--- src/common/rsi_defines.svh ---
// Constants of the reset state initializer: word indices, reset values, timing.
// Assumes byte addressing on the register bus, one 32-bit word per index.
`ifndef RSI_DEFINES_SVH
`define RSI_DEFINES_SVH
// Own control and status words
`define RSI_IDX_STATUS 6'h00
`define RSI_IDX_PC 6'h01
`define RSI_IDX_CTRL 6'h02
// Initialized register file, first and last index
`define RSI_IDX_FIRST 6'h08
`define RSI_IDX_PSW 6'h08
`define RSI_IDX_LATCH 6'h09
`define RSI_IDX_DIR 6'h0E
`define RSI_IDX_PULLUP 6'h13
`define RSI_IDX_PCC 6'h16
`define RSI_IDX_SUBOSCILLATOR_MODE 6'h17
`define RSI_IDX_CSS 6'h18
`define RSI_IDX_OSC_SETTLE_SELECT 6'h19
`define RSI_IDX_TMA_CNT 6'h1A
`define RSI_IDX_TMB_CNT 6'h1B
`define RSI_IDX_CMP 6'h1C
`define RSI_IDX_TMC 6'h1F
`define RSI_IDX_WTM 6'h21
`define RSI_IDX_WATCHDOG_CLOCK_SELECT 6'h22
`define RSI_IDX_WATCHDOG_MODE_REG 6'h23
`define RSI_IDX_SER 6'h24
`define RSI_IDX_TXS 6'h29
`define RSI_IDX_RXB 6'h2A
`define RSI_IDX_LCD 6'h2B
`define RSI_IDX_IRQF 6'h2E
`define RSI_IDX_IRQM 6'h30
`define RSI_IDX_EXTM 6'h32
`define RSI_IDX_KRM 6'h34
`define RSI_IDX_LAST 6'h34
// Reset values
`define RSI_RST_CLEAR 8'h00
`define RSI_RST_PSW 8'h02
`define RSI_RST_INPUT 8'hFF
`define RSI_RST_PCC 8'h02
`define RSI_RST_OSC_SETTLE_SELECT 8'h04
`define RSI_RST_TXS 8'hFF
`define RSI_RST_MASK 8'hFF
`define RSI_RST_PC 16'h0000
// Crystal or ceramic variant carries the settle select register
`define RSI_HAS_OSC_SETTLE_SELECT 1'b1
// Reset vector locations
`define RSI_VEC_LO_ADDR 16'h0000
`define RSI_VEC_HI_ADDR 16'h0001
// Status word bit positions and control bit
`define RSI_ST_RUN 0
`define RSI_ST_WDT 1
`define RSI_ST_PIN 2
`define RSI_ST_RAM 3
`define RSI_ST_LEVEL 4
`define RSI_CTRL_STANDBY 0
// Timing
`define RSI_CLK_PERIOD_NS 10
`define RSI_SETTLE_TIME_NS 6550000
`define RSI_CNT_W 20
`endif

--- src/common/rsi_pkg.sv ---
// Types of the reset state initializer.
// Used with full package scope, never imported.
package rsi_pkg;
  typedef enum logic [2:0] {
    RSI_HOLD = 3'h0,
    RSI_SETTLE = 3'h1,
    RSI_FETCH_LO = 3'h2,
    RSI_FETCH_HI = 3'h3,
    RSI_FETCH_END = 3'h4,
    RSI_RUN = 3'h5
  } rsi_state_e;
  typedef logic [7:0] rsi_byte_t;
  typedef logic [5:0] rsi_idx_t;
endpackage : rsi_pkg

--- src/rtl/rsi_sync.sv ---
// Two-stage level synchronizer with clock enable.
// Assumes the input is asynchronous to clock; output is the second stage.
`timescale 1ns/100ps
module rsi_sync (
  input wire logic clock,
  input wire logic rst_n,
  input wire logic clk_en,
  input wire logic async_in,
  output logic sync_out
);
  logic meta_reg;

  // Both stages clear to the asserted-reset level
  always_ff @(posedge clock) begin
    if (!rst_n) begin
      meta_reg <= 1'b0;
      sync_out <= 1'b0;
    end else if (clk_en) begin
      meta_reg <= async_in;
      sync_out <= meta_reg;
    end
  end
endmodule : rsi_sync

--- src/rtl/rsi_top.sv ---
// Reset state initializer: reset sources, settle wait, vector fetch, register file.
// Assumes a one-cycle synchronous program ROM and an Avalon-MM master on clock.
//
// Functional notes
// - PC is loaded from the two vector bytes at program addresses 0 and 1.
// - Status word resets to 02H.
// - RAM undefined at power-on; kept when reset arrives from standby.
// - All port output latches clear to 00H.
// - All port direction registers set to FFH, pins start as inputs.
// - All pull-up enable registers clear to 00H.
// - CPU clock control resets to 02H.
// - Suboscillator mode and subclock control clear to 00H.
// - Settle select resets to 04H, present only in the crystal variant.
// - Byte timer counters and modes clear; compares stay untouched.
// - Watch timer mode clears to 00H.
// - Watchdog clock select and mode clear to 00H.
// - Serial modes, status, baud clear; shifter FFH; receive holding untouched.
// - LCD mode, clock and boost registers clear to 00H.
// - Request flags clear to 00H, mask flags set to FFH.
// - External edge modes and key return mode clear to 00H.
// - During reset and settle wait everything but PC stays at reset state.
// - Reset pin low or watchdog overflow both enter the same reset.
// - After pin release the settle time elapses before execution.
// - Watchdog reset releases itself, then waits the settle time.
// - Pins are not driven during reset and the settle wait.
//
// The register offsets and the Avalon-MM interface to the registers were left to the implementer.
`timescale 1ns/100ps
`include "rsi_defines.svh"
module rsi_top #(
  parameter int SETTLE_CYCLES = `RSI_SETTLE_TIME_NS / `RSI_CLK_PERIOD_NS
) (
  input wire logic clock,
  input wire logic rst_n,
  input wire logic clk_en,
  input wire logic reset_pin_n,
  input wire logic wdt_overflow,
  input wire logic [7:0] rom_data,
  input wire logic [7:0] avs_address,
  input wire logic avs_read,
  input wire logic avs_write,
  input wire logic [31:0] avs_writedata,
  input wire logic [3:0] avs_byteenable,
  output logic [31:0] avs_readdata,
  output logic avs_waitrequest,
  output logic [15:0] rom_addr,
  output logic [15:0] pc_out,
  output logic cpu_run,
  output logic pin_drive_en,
  output logic ram_retained
);
  localparam logic [`RSI_CNT_W-1:0] SETTLE_LAST = `RSI_CNT_W'(SETTLE_CYCLES - 1);

  // Entry is implemented in the register file
  function automatic logic is_impl(input int i);
    if (i == int'(`RSI_IDX_OSC_SETTLE_SELECT)) begin
      return `RSI_HAS_OSC_SETTLE_SELECT;
    end
    return (i >= int'(`RSI_IDX_FIRST)) && (i <= int'(`RSI_IDX_LAST));
  endfunction : is_impl

  // Entry takes a value on reset; compares and receive holding do not
  function automatic logic has_rst(input int i);
    if ((i >= int'(`RSI_IDX_CMP)) && (i < int'(`RSI_IDX_TMC))) begin
      return 1'b0;
    end
    return i != int'(`RSI_IDX_RXB);
  endfunction : has_rst

  // Reset value per entry
  function automatic rsi_pkg::rsi_byte_t rst_val(input int i);
    if (i == int'(`RSI_IDX_PSW)) begin
      return `RSI_RST_PSW;
    end
    if ((i >= int'(`RSI_IDX_DIR)) && (i < int'(`RSI_IDX_PULLUP))) begin
      return `RSI_RST_INPUT;
    end
    if (i == int'(`RSI_IDX_PCC)) begin
      return `RSI_RST_PCC;
    end
    if (i == int'(`RSI_IDX_OSC_SETTLE_SELECT)) begin
      return `RSI_RST_OSC_SETTLE_SELECT;
    end
    if (i == int'(`RSI_IDX_TXS)) begin
      return `RSI_RST_TXS;
    end
    if ((i >= int'(`RSI_IDX_IRQM)) && (i < int'(`RSI_IDX_EXTM))) begin
      return `RSI_RST_MASK;
    end
    // Latches, pull-ups, clocks, timers, serial, LCD, flags, edge modes
    return `RSI_RST_CLEAR;
  endfunction : rst_val

  rsi_pkg::rsi_state_e state_reg;
  rsi_pkg::rsi_state_e state_next;
  logic [`RSI_CNT_W-1:0] cnt_reg;
  logic [`RSI_CNT_W-1:0] cnt_next;
  logic [7:0] vec_lo_reg;
  logic standby_reg;
  logic cause_wdt_reg;
  logic cause_pin_reg;
  logic [15:0] rom_addr_next;
  logic pin_ok;
  logic [7:0] file_rd [0:63];
  logic [63:0] rst_match;

  // Reset pin enters through two flip-flops
  rsi_sync u_pin_sync (
    .clock(clock),
    .rst_n(rst_n),
    .clk_en(clk_en),
    .async_in(reset_pin_n),
    .sync_out(pin_ok)
  );

  // Reset decode and bus decode
  wire reset_event = !pin_ok || wdt_overflow;
  wire force_rst = (state_reg == rsi_pkg::RSI_HOLD) || (state_reg == rsi_pkg::RSI_SETTLE);
  wire enter_hold = reset_event && (state_reg != rsi_pkg::RSI_HOLD);
  wire settle_done = cnt_reg == SETTLE_LAST;
  wire hiz_next = (state_next == rsi_pkg::RSI_HOLD) || (state_next == rsi_pkg::RSI_SETTLE);
  wire bus_req = avs_read || avs_write;
  wire wr_fire = avs_write && !avs_waitrequest && avs_byteenable[0];
  wire wr_ok = wr_fire && !force_rst;
  wire [5:0] acc_idx = avs_address[7:2];
  wire all_rst = &rst_match;

  // Sequencer next state; a reset event overrides every state
  always_comb begin
    state_next = state_reg;
    case (state_reg)
      rsi_pkg::RSI_HOLD: begin
        state_next = rsi_pkg::RSI_SETTLE;
      end
      rsi_pkg::RSI_SETTLE: begin
        if (settle_done) begin
          state_next = rsi_pkg::RSI_FETCH_LO;
        end
      end
      rsi_pkg::RSI_FETCH_LO: begin
        state_next = rsi_pkg::RSI_FETCH_HI;
      end
      rsi_pkg::RSI_FETCH_HI: begin
        state_next = rsi_pkg::RSI_FETCH_END;
      end
      rsi_pkg::RSI_FETCH_END: begin
        state_next = rsi_pkg::RSI_RUN;
      end
      rsi_pkg::RSI_RUN: begin
        state_next = rsi_pkg::RSI_RUN;
      end
      default: begin
        state_next = rsi_pkg::RSI_HOLD;
      end
    endcase
    if (reset_event) begin
      state_next = rsi_pkg::RSI_HOLD;
    end
  end

  // Settle counter and vector address selection
  assign cnt_next = (state_reg == rsi_pkg::RSI_SETTLE) ? cnt_reg + 1'b1 : '0;
  assign rom_addr_next = (state_next == rsi_pkg::RSI_FETCH_LO) ? `RSI_VEC_LO_ADDR :
                         (state_next == rsi_pkg::RSI_FETCH_HI) ? `RSI_VEC_HI_ADDR : rom_addr;

  // Sequencer state, counter and pin release
  always_ff @(posedge clock) begin
    if (!rst_n) begin
      state_reg <= rsi_pkg::RSI_HOLD;
      cnt_reg <= '0;
      pin_drive_en <= 1'b0;
      cpu_run <= 1'b0;
    end else if (clk_en) begin
      state_reg <= state_next;
      cnt_reg <= cnt_next;
      pin_drive_en <= !hiz_next;
      cpu_run <= state_next == rsi_pkg::RSI_RUN;
    end
  end

  // Vector fetch into the program counter
  always_ff @(posedge clock) begin
    if (!rst_n) begin
      rom_addr <= `RSI_VEC_LO_ADDR;
      vec_lo_reg <= `RSI_RST_CLEAR;
      pc_out <= `RSI_RST_PC;
    end else if (clk_en) begin
      rom_addr <= rom_addr_next;
      if (state_reg == rsi_pkg::RSI_FETCH_HI) begin
        vec_lo_reg <= rom_data;
      end
      if (state_reg == rsi_pkg::RSI_FETCH_END) begin
        pc_out <= {rom_data, vec_lo_reg};
      end
    end
  end

  // Cause, standby and RAM retention; reset entry beats a standby write
  always_ff @(posedge clock) begin
    if (!rst_n) begin
      standby_reg <= 1'b0;
      ram_retained <= 1'b0;
      cause_wdt_reg <= 1'b0;
      cause_pin_reg <= 1'b0;
    end else if (clk_en) begin
      if (enter_hold) begin
        ram_retained <= standby_reg;
        standby_reg <= 1'b0;
        cause_wdt_reg <= wdt_overflow;
        cause_pin_reg <= !pin_ok;
      end else if (wr_ok && (acc_idx == `RSI_IDX_CTRL)) begin
        standby_reg <= avs_writedata[`RSI_CTRL_STANDBY];
      end
    end
  end

  // Register file, one byte per entry
  for (genvar gi = 0; gi < 64; gi++) begin : g_file
    if (is_impl(gi)) begin : g_impl
      logic [7:0] q_reg;
      wire we = wr_ok && (acc_idx == 6'(gi));
      always_ff @(posedge clock) begin
        if (!rst_n) begin
          q_reg <= rst_val(gi);
        end else if (clk_en) begin
          if (force_rst && has_rst(gi)) begin
            q_reg <= rst_val(gi);
          end else if (we) begin
            q_reg <= avs_writedata[7:0];
          end
        end
      end
      assign file_rd[gi] = q_reg;
      assign rst_match[gi] = !has_rst(gi) || (q_reg == rst_val(gi));
    end else begin : g_none
      assign file_rd[gi] = 8'h00;
      assign rst_match[gi] = 1'b1;
    end
  end

  // Read word selection
  wire [4:0] status_bits = {pin_ok, ram_retained, cause_pin_reg, cause_wdt_reg, cpu_run};
  wire [31:0] rd_word = (acc_idx == `RSI_IDX_STATUS) ? {27'h000_0000, status_bits} :
                        (acc_idx == `RSI_IDX_PC) ? {16'h0000, pc_out} :
                        (acc_idx == `RSI_IDX_CTRL) ? {31'h0000_0000, standby_reg} :
                        {24'h00_0000, file_rd[acc_idx]};

  // Bus slave: one wait cycle, then a one-cycle answer
  always_ff @(posedge clock) begin
    if (!rst_n) begin
      avs_waitrequest <= 1'b1;
      avs_readdata <= 32'h0000_0000;
    end else if (clk_en) begin
      avs_waitrequest <= !(bus_req && avs_waitrequest);
      if (avs_read && avs_waitrequest) begin
        avs_readdata <= rd_word;
      end
    end
  end

  // Reset hold keeps every initialized register at its reset value
  hold_regs_a: assert property (
    @(posedge clock) disable iff (!rst_n)
    force_rst && clk_en |=> all_rst
  ) else $error("register left reset state during hold");

  // Pins undriven exactly while holding or settling
  pin_hiz_a: assert property (
    @(posedge clock) disable iff (!rst_n)
    pin_drive_en == !force_rst
  ) else $error("pin drive does not match reset phase");

  // Watchdog overflow enters reset on the next edge
  wdt_enter_a: assert property (
    @(posedge clock) disable iff (!rst_n)
    wdt_overflow && clk_en |=> (state_reg == rsi_pkg::RSI_HOLD) && !cpu_run
  ) else $error("watchdog overflow did not reset");

  // Hold releases by itself once no source is active
  self_release_a: assert property (
    @(posedge clock) disable iff (!rst_n)
    (state_reg == rsi_pkg::RSI_HOLD) && !reset_event && clk_en |=> state_reg == rsi_pkg::RSI_SETTLE
  ) else $error("hold did not release into settle");

  // Settle holds until the full count has run
  settle_len_a: assert property (
    @(posedge clock) disable iff (!rst_n)
    (state_reg == rsi_pkg::RSI_SETTLE) && (cnt_reg != SETTLE_LAST) && !reset_event && clk_en
    |=> state_reg == rsi_pkg::RSI_SETTLE
  ) else $error("settle ended early");

  // Pin low reaches hold after two synchronizer stages
  pin_enter_a: assert property (
    @(posedge clock) disable iff (!rst_n)
    !reset_pin_n && clk_en ##1 clk_en ##1 clk_en |=> state_reg == rsi_pkg::RSI_HOLD
  ) else $error("pin reset not applied after sync");

  // Program counter takes both vector bytes
  pc_load_a: assert property (
    @(posedge clock) disable iff (!rst_n)
    (state_reg == rsi_pkg::RSI_FETCH_END) && !reset_event && clk_en
    |=> cpu_run && (pc_out == {$past(rom_data), $past(vec_lo_reg)})
  ) else $error("program counter not loaded from vector");

  // Standby reset keeps RAM, other entries do not
  ram_keep_a: assert property (
    @(posedge clock) disable iff (!rst_n)
    enter_hold && clk_en |=> ram_retained == $past(standby_reg)
  ) else $error("RAM retention flag wrong");

  // Status word resets to its value during hold
  psw_rst_a: assert property (
    @(posedge clock) disable iff (!rst_n)
    force_rst && clk_en |=> g_file[8].g_impl.q_reg == `RSI_RST_PSW
  ) else $error("status word not at reset value");

  // Bus answers one cycle after the request appears
  bus_ack_a: assert property (
    @(posedge clock) disable iff (!rst_n)
    bus_req && avs_waitrequest && clk_en |=> !avs_waitrequest
  ) else $error("bus answer late");

  // Standby request is dropped on every reset entry
  standby_clr_a: assert property (
    @(posedge clock) disable iff (!rst_n)
    enter_hold && clk_en |=> !standby_reg
  ) else $error("standby not cleared on reset entry");

  // Watchdog entry is recorded as the cause
  wdt_cause_a: assert property (
    @(posedge clock) disable iff (!rst_n)
    enter_hold && wdt_overflow && clk_en |=> cause_wdt_reg
  ) else $error("watchdog cause not recorded");

  // Mask flags sit at all ones during hold
  mask_rst_a: assert property (
    @(posedge clock) disable iff (!rst_n)
    force_rst && clk_en |=> (g_file[48].g_impl.q_reg == `RSI_RST_MASK) &&
    (g_file[49].g_impl.q_reg == `RSI_RST_MASK)
  ) else $error("mask flags not at reset value");

  // High vector byte is addressed during the high fetch
  vec_addr_a: assert property (
    @(posedge clock) disable iff (!rst_n)
    state_reg == rsi_pkg::RSI_FETCH_HI |-> rom_addr == `RSI_VEC_HI_ADDR
  ) else $error("vector high address not presented");

  // Clock enable low freezes the sequencer
  clk_freeze_a: assert property (
    @(posedge clock) disable iff (!rst_n)
    !clk_en |=> $stable(state_reg) && $stable(cnt_reg) && $stable(pc_out)
  ) else $error("state moved while clock enable low");
endmodule : rsi_top

--- config.mk ---
export PLATFORM = sky130hd
export DESIGN_NAME = rsi_top
export DESIGN_NICKNAME = d
export VERILOG_FILES = /design/src/common/rsi_pkg.sv /design/src/rtl/rsi_sync.sv /design/src/rtl/rsi_top.sv
export VERILOG_INCLUDE_DIRS = /design/src /design/src/common
export SDC_FILE = /design/constraint.sdc
export NUM_CORES = 1
export LEC_CHECK = 0
export ABC_AREA = 1
export BUFFER_PORTS_ARGS = -buffer_cell sky130_fd_sc_hd__buf_2
export CORE_MARGIN = 5
export CORE_UTILIZATION = 55
export DETAILED_ROUTE_END_ITERATION = 10
export PLACE_DENSITY = 0.77
export SYNTH_ARGS = -nofsm -noshare
export SYNTH_HDL_FRONTEND = slang
export SYNTH_SLANG_ARGS = --single-unit
--- constraint.sdc ---
create_clock -name clock -period 2 [get_ports clock]
set_input_delay 0.1 -clock clock [delete_from_list [all_inputs] [get_ports clock]]
set_output_delay 0.1 -clock clock [all_outputs]
set_load 0.02 [all_outputs]
==> metrics.log <==
INFO  metric status = finished clean
INFO  metric num_rows = 67
INFO  metric chipHeight = just under 200 um
INFO  metric timing.final.crit_share = 95.8%
INFO  metric route.detailed.vias_per_inst = 5.92
INFO  metric hold-worst-slack = 191 ps
INFO  metric report.final.setup_viol = 0
INFO  metric worstMarginPinSlew = 737 ps
INFO  metric hold_violations = 0
INFO  metric net-switching-power = around 5.3 mW
INFO  metric dieArea = between 30000 and 40000 sq um
INFO  metric criticalPathCategory = reg -> reg
INFO  metric crit_path_start = state_reg[1]
INFO  metric antenna_found_initial = 1
INFO  metric worst-endpoint-required = ~2500 ps
INFO  metric seqPwrFrac = around 45%
INFO  metric finClkSkew = 16.4 ps
INFO  metric peakVddDrop = roughly 0.97 mV
INFO  metric clk_latency = ~560 ps
INFO  metric vias_in_the_first_global_route = between 15000 and 20000
INFO  metric worst_setup_path_start_kind = register
INFO  metric yosys.area_share.adder = less than 1%
INFO  metric max_freq = approximately 520 MHz
INFO  metric h-tree-depth = 2
INFO  metric cts-buffers-inserted = 45
INFO  metric layout-drive-gt1-share = a little over an eighth
INFO  metric hold_class = in -> reg
INFO  metric critical_path_cell_count = 9
INFO  metric floorplan.initialDensity = between 50% and 60%
INFO  metric crit_path_max_incr_delay = 380 ps
INFO  metric floorplan.core_area = around 34000 sq um
INFO  metric top_layer = met4
INFO  metric setup-tns-final = 0 ps
INFO  metric layout.cells.most_common_list = 583 x nand2_1, 428 x dfxtp_1, 379 x a21oi_1
INFO  metric portBuffers = 66
INFO  metric post-route-worst-setup-slack = ~84 ps
INFO  metric worst_ep_arrival_time = 2390 ps
INFO  metric timing.max_cap.violations = 0
INFO  metric cp_top_family = buffers and inverters
INFO  metric wl_met1 = 24.1 mm
INFO  metric crit_path_to = g_file[22].g_impl.q_reg[4]
INFO  metric power.clock.fraction = between 40% and 50%
INFO  metric clock_path_buffers = 3
INFO  metric synth_area_per_cell = approximately 7.5 sq um
INFO  metric pwr_density_cell = approximately 950 nW/um^2
INFO  metric global_route.overflow_total = 0
INFO  metric synth_compound_gate_area_share = a little over a quarter
INFO  metric ios = 127
INFO  metric finalWirelength = around 58 mm
INFO  metric root_buffer = clkbuf_16
INFO  metric worst_slew_margin_rel = about 50%
INFO  metric count_of_cell_types_in_the_netlist = between 40 and 50
INFO  metric power.share.switching = between 20 and 30%
INFO  metric pins_over_slew_limit = 0
INFO  metric crit_path_end_kind = register
INFO  metric post_synth_mux_area_share = 0%
INFO  metric yosys_warnings = 0
INFO  metric netlist_top_cells_area = dfxtp_1 46%, nand2_1 12%, a21oi_1 10%
INFO  metric numClockSinks = roughly 430
INFO  metric synth_area_leader_cell = dfxtp_1
INFO  metric layout.nets = between 2000 and 3000
INFO  metric finalWorstPathRequiredPeriod = approximately 1900 ps
INFO  metric total_grt_usage = 29.1%
INFO  metric fp.dieW = around 190 um
INFO  metric ys_dominant_reg_cell = dfxtp_1
INFO  metric worst_r2r_path_depth = 9
INFO  metric crit_path_top_delay_cell = dfxtp_2
INFO  metric timing.reg2reg.setup_slack = around 84 ps
INFO  metric clk_pin_slew_worst_paths = approximately 60 ps
INFO  metric pre_cts_setup_slack = -57.6 ps
INFO  metric synth.cell_area = 18600 sq um
INFO  metric tritoncts = yes
INFO  metric main_combinational_cell_family_by_area_after_synthesis = compound AO/OA/AOI/OAI gates
INFO  metric drcViolationCount = 0
INFO  metric cp_cell_sequence = inv_1 -> nand2_1 -> nand2_4 -> buf_4 -> buf_4 -> nor2_1 -> inv_1 -> buf_12 -> a21oi_1
INFO  metric route.detailed.wl_per_inst = 19.0 um
INFO  metric drt-pass1-iter-count = 5
INFO  metric signed_area_change_from_the_synthesized_netlist_to_the_final_layout = 16.8%
INFO  metric largest_register_ff_count = 360
INFO  metric combPwrFrac = approximately 11%
INFO  metric cp.buffers_inverters = 5
INFO  metric postRouteAntennaNets = 0
INFO  metric post-synth-top-area-fraction = 46.5%
INFO  metric synth_seq_area_share = a little under half
INFO  metric worst_r2r_startpoint = state_reg[1]
INFO  metric n_fill_cell = about 2800
INFO  metric most_common_cell_after_layout_fill_and_taps_aside = nand2_1
INFO  metric power.leakage = between 9 and 10 nW
INFO  metric dr_wl_met3 = approximately 5.1 mm
INFO  metric rr_endpoint = g_file[22].g_impl.q_reg[4]
INFO  metric yosys.area_share.simple = 18.1%
INFO  metric crit_path_max_fanout = 31
INFO  metric grt_first_pass_wirelength = about 90 mm
INFO  metric met2_length = between 20 and 30 mm
INFO  metric yosys_register_bits = roughly 430
INFO  metric cell_internal_pwr = roughly 15 mW
INFO  metric maximum_number_of_pins_on_one_net_before_global_route_repair = between 90 and 100
INFO  metric xor_xnor_share_of_the_synthesized_area = less than 1%
INFO  metric synth-edff-count = 0
INFO  metric synth-async-reset-ratio = 0%
INFO  metric initialDrtViolationCount = around 1800
INFO  metric dp.final_hpwl = 37.8 mm
INFO  metric gpl.final_weighted_congestion = around 1.1
INFO  metric synthesis.instances = roughly 2500
INFO  metric vias = 18000
==> Yosys cell counts, types with 10 or more instances <==
master      n
nor2_1    105
nand3_1    28
clkbuf_1   78
nor3_1     17
buf_1      11
nand4_1    37
o21ai_0   362
a22oi_1    63
inv_2      30
dfxtp_1   433
buf_2      61
o21ai_1    25
inv_1      92
a21oi_1   379
nand2_1   589
buf_4      48
nand2_4    10
o211ai_1   68
==> layout make-up <==
cell class	instances	area, sq um	area share, %
inverter	127	494	2.27
sequential	433	8670	39.8
tap	448	561	2.57
multi-input combinational	1756	8670	39.8
clock inverter	21	299	1.37
timing repair buffer	197	1710	7.86
timing repair inverter	2	15.0	0.0690
antenna	2	5.00	0.0230
clock buffer	63	1350	6.18
==> kinds of logic (layout without fill, tap and decap cells) <==
logic type	count (synthesis)	after routing
adders and majority gates	1	1
other	1	33
buffers and inverters	330	410
xor gates and xnor gates	2	2
AOI/OAI and AO/OA	915	915
DFF	433	433
and+or+nand+nor	807	807
==> power by group through the flow <==
stage	clock network [mW]	registers (mW)	logic [mW]
floorplan	0	9.46	1.49
global placement	0	9.49	2.09
detailed placement	0	9.51	2.14
CTS	9.19	9.33	2.21
global route	9.58	9.38	2.52
finish	9.13	9.34	2.31
==> routing by layer <==
| metal | GRT usage, % | up-vias |
|---|---|---|
| met5 | 0 | - |
| met4 | 12.1 | 0 |
| met3 | 4.71 | 171 |
| met2 | 46.1 | 938 |
| met1 | 39.8 | 8383 |
| li1 | - | 8548 |
==> worst min path at each step <==
| stage | to | cells past startpoint | from |
|---|---|---|---|
| floorplan | cause_wdt_reg | 2 | wdt_overflow |
| global placement | u_pin_sync.meta_reg | 3 | reset_pin_n |
| detailed placement | u_pin_sync.meta_reg | 3 | reset_pin_n |
| finish | g_file[51].g_impl.q_reg[3] | 6 | avs_address[5] |
| CTS | g_file[51].g_impl.q_reg[3] | 6 | avs_address[5] |
| global route | g_file[51].g_impl.q_reg[3] | 6 | avs_address[5] |
==> stage by stage <==
stage	total power, mW	util [%]	cells	area [sq um]
floorplan	11.0	-	2519	18800
global placement	11.6	58.7	2928	19700
detailed placement	11.7	58.7	2928	19700
CTS	20.7	64.3	3034	21600
global route	21.5	64.9	3048	21800
finish	20.8	64.9	3049	21800
==> tightest hold or removal path: cells and delay by family <==
kind	cells	cell delay (ps)
AO/OA/AOI/OAI	2	150
buffers and inverters	2	250
AND/OR/NAND/NOR	2	170
==> repair_timing <==
action | 4_1_cts | 5_1_grt
gates resized for setup | 4 | 39
endpoints found under the hold margin | 70 | 0
setup endpoints to repair | 44 | 250
gates cloned | 0 | 2
buffers inserted | 0 | 11
pin swaps | 0 | 3
hold buffers | 22 | 0
Note: power is estimated with default switching activity, not from simulation.
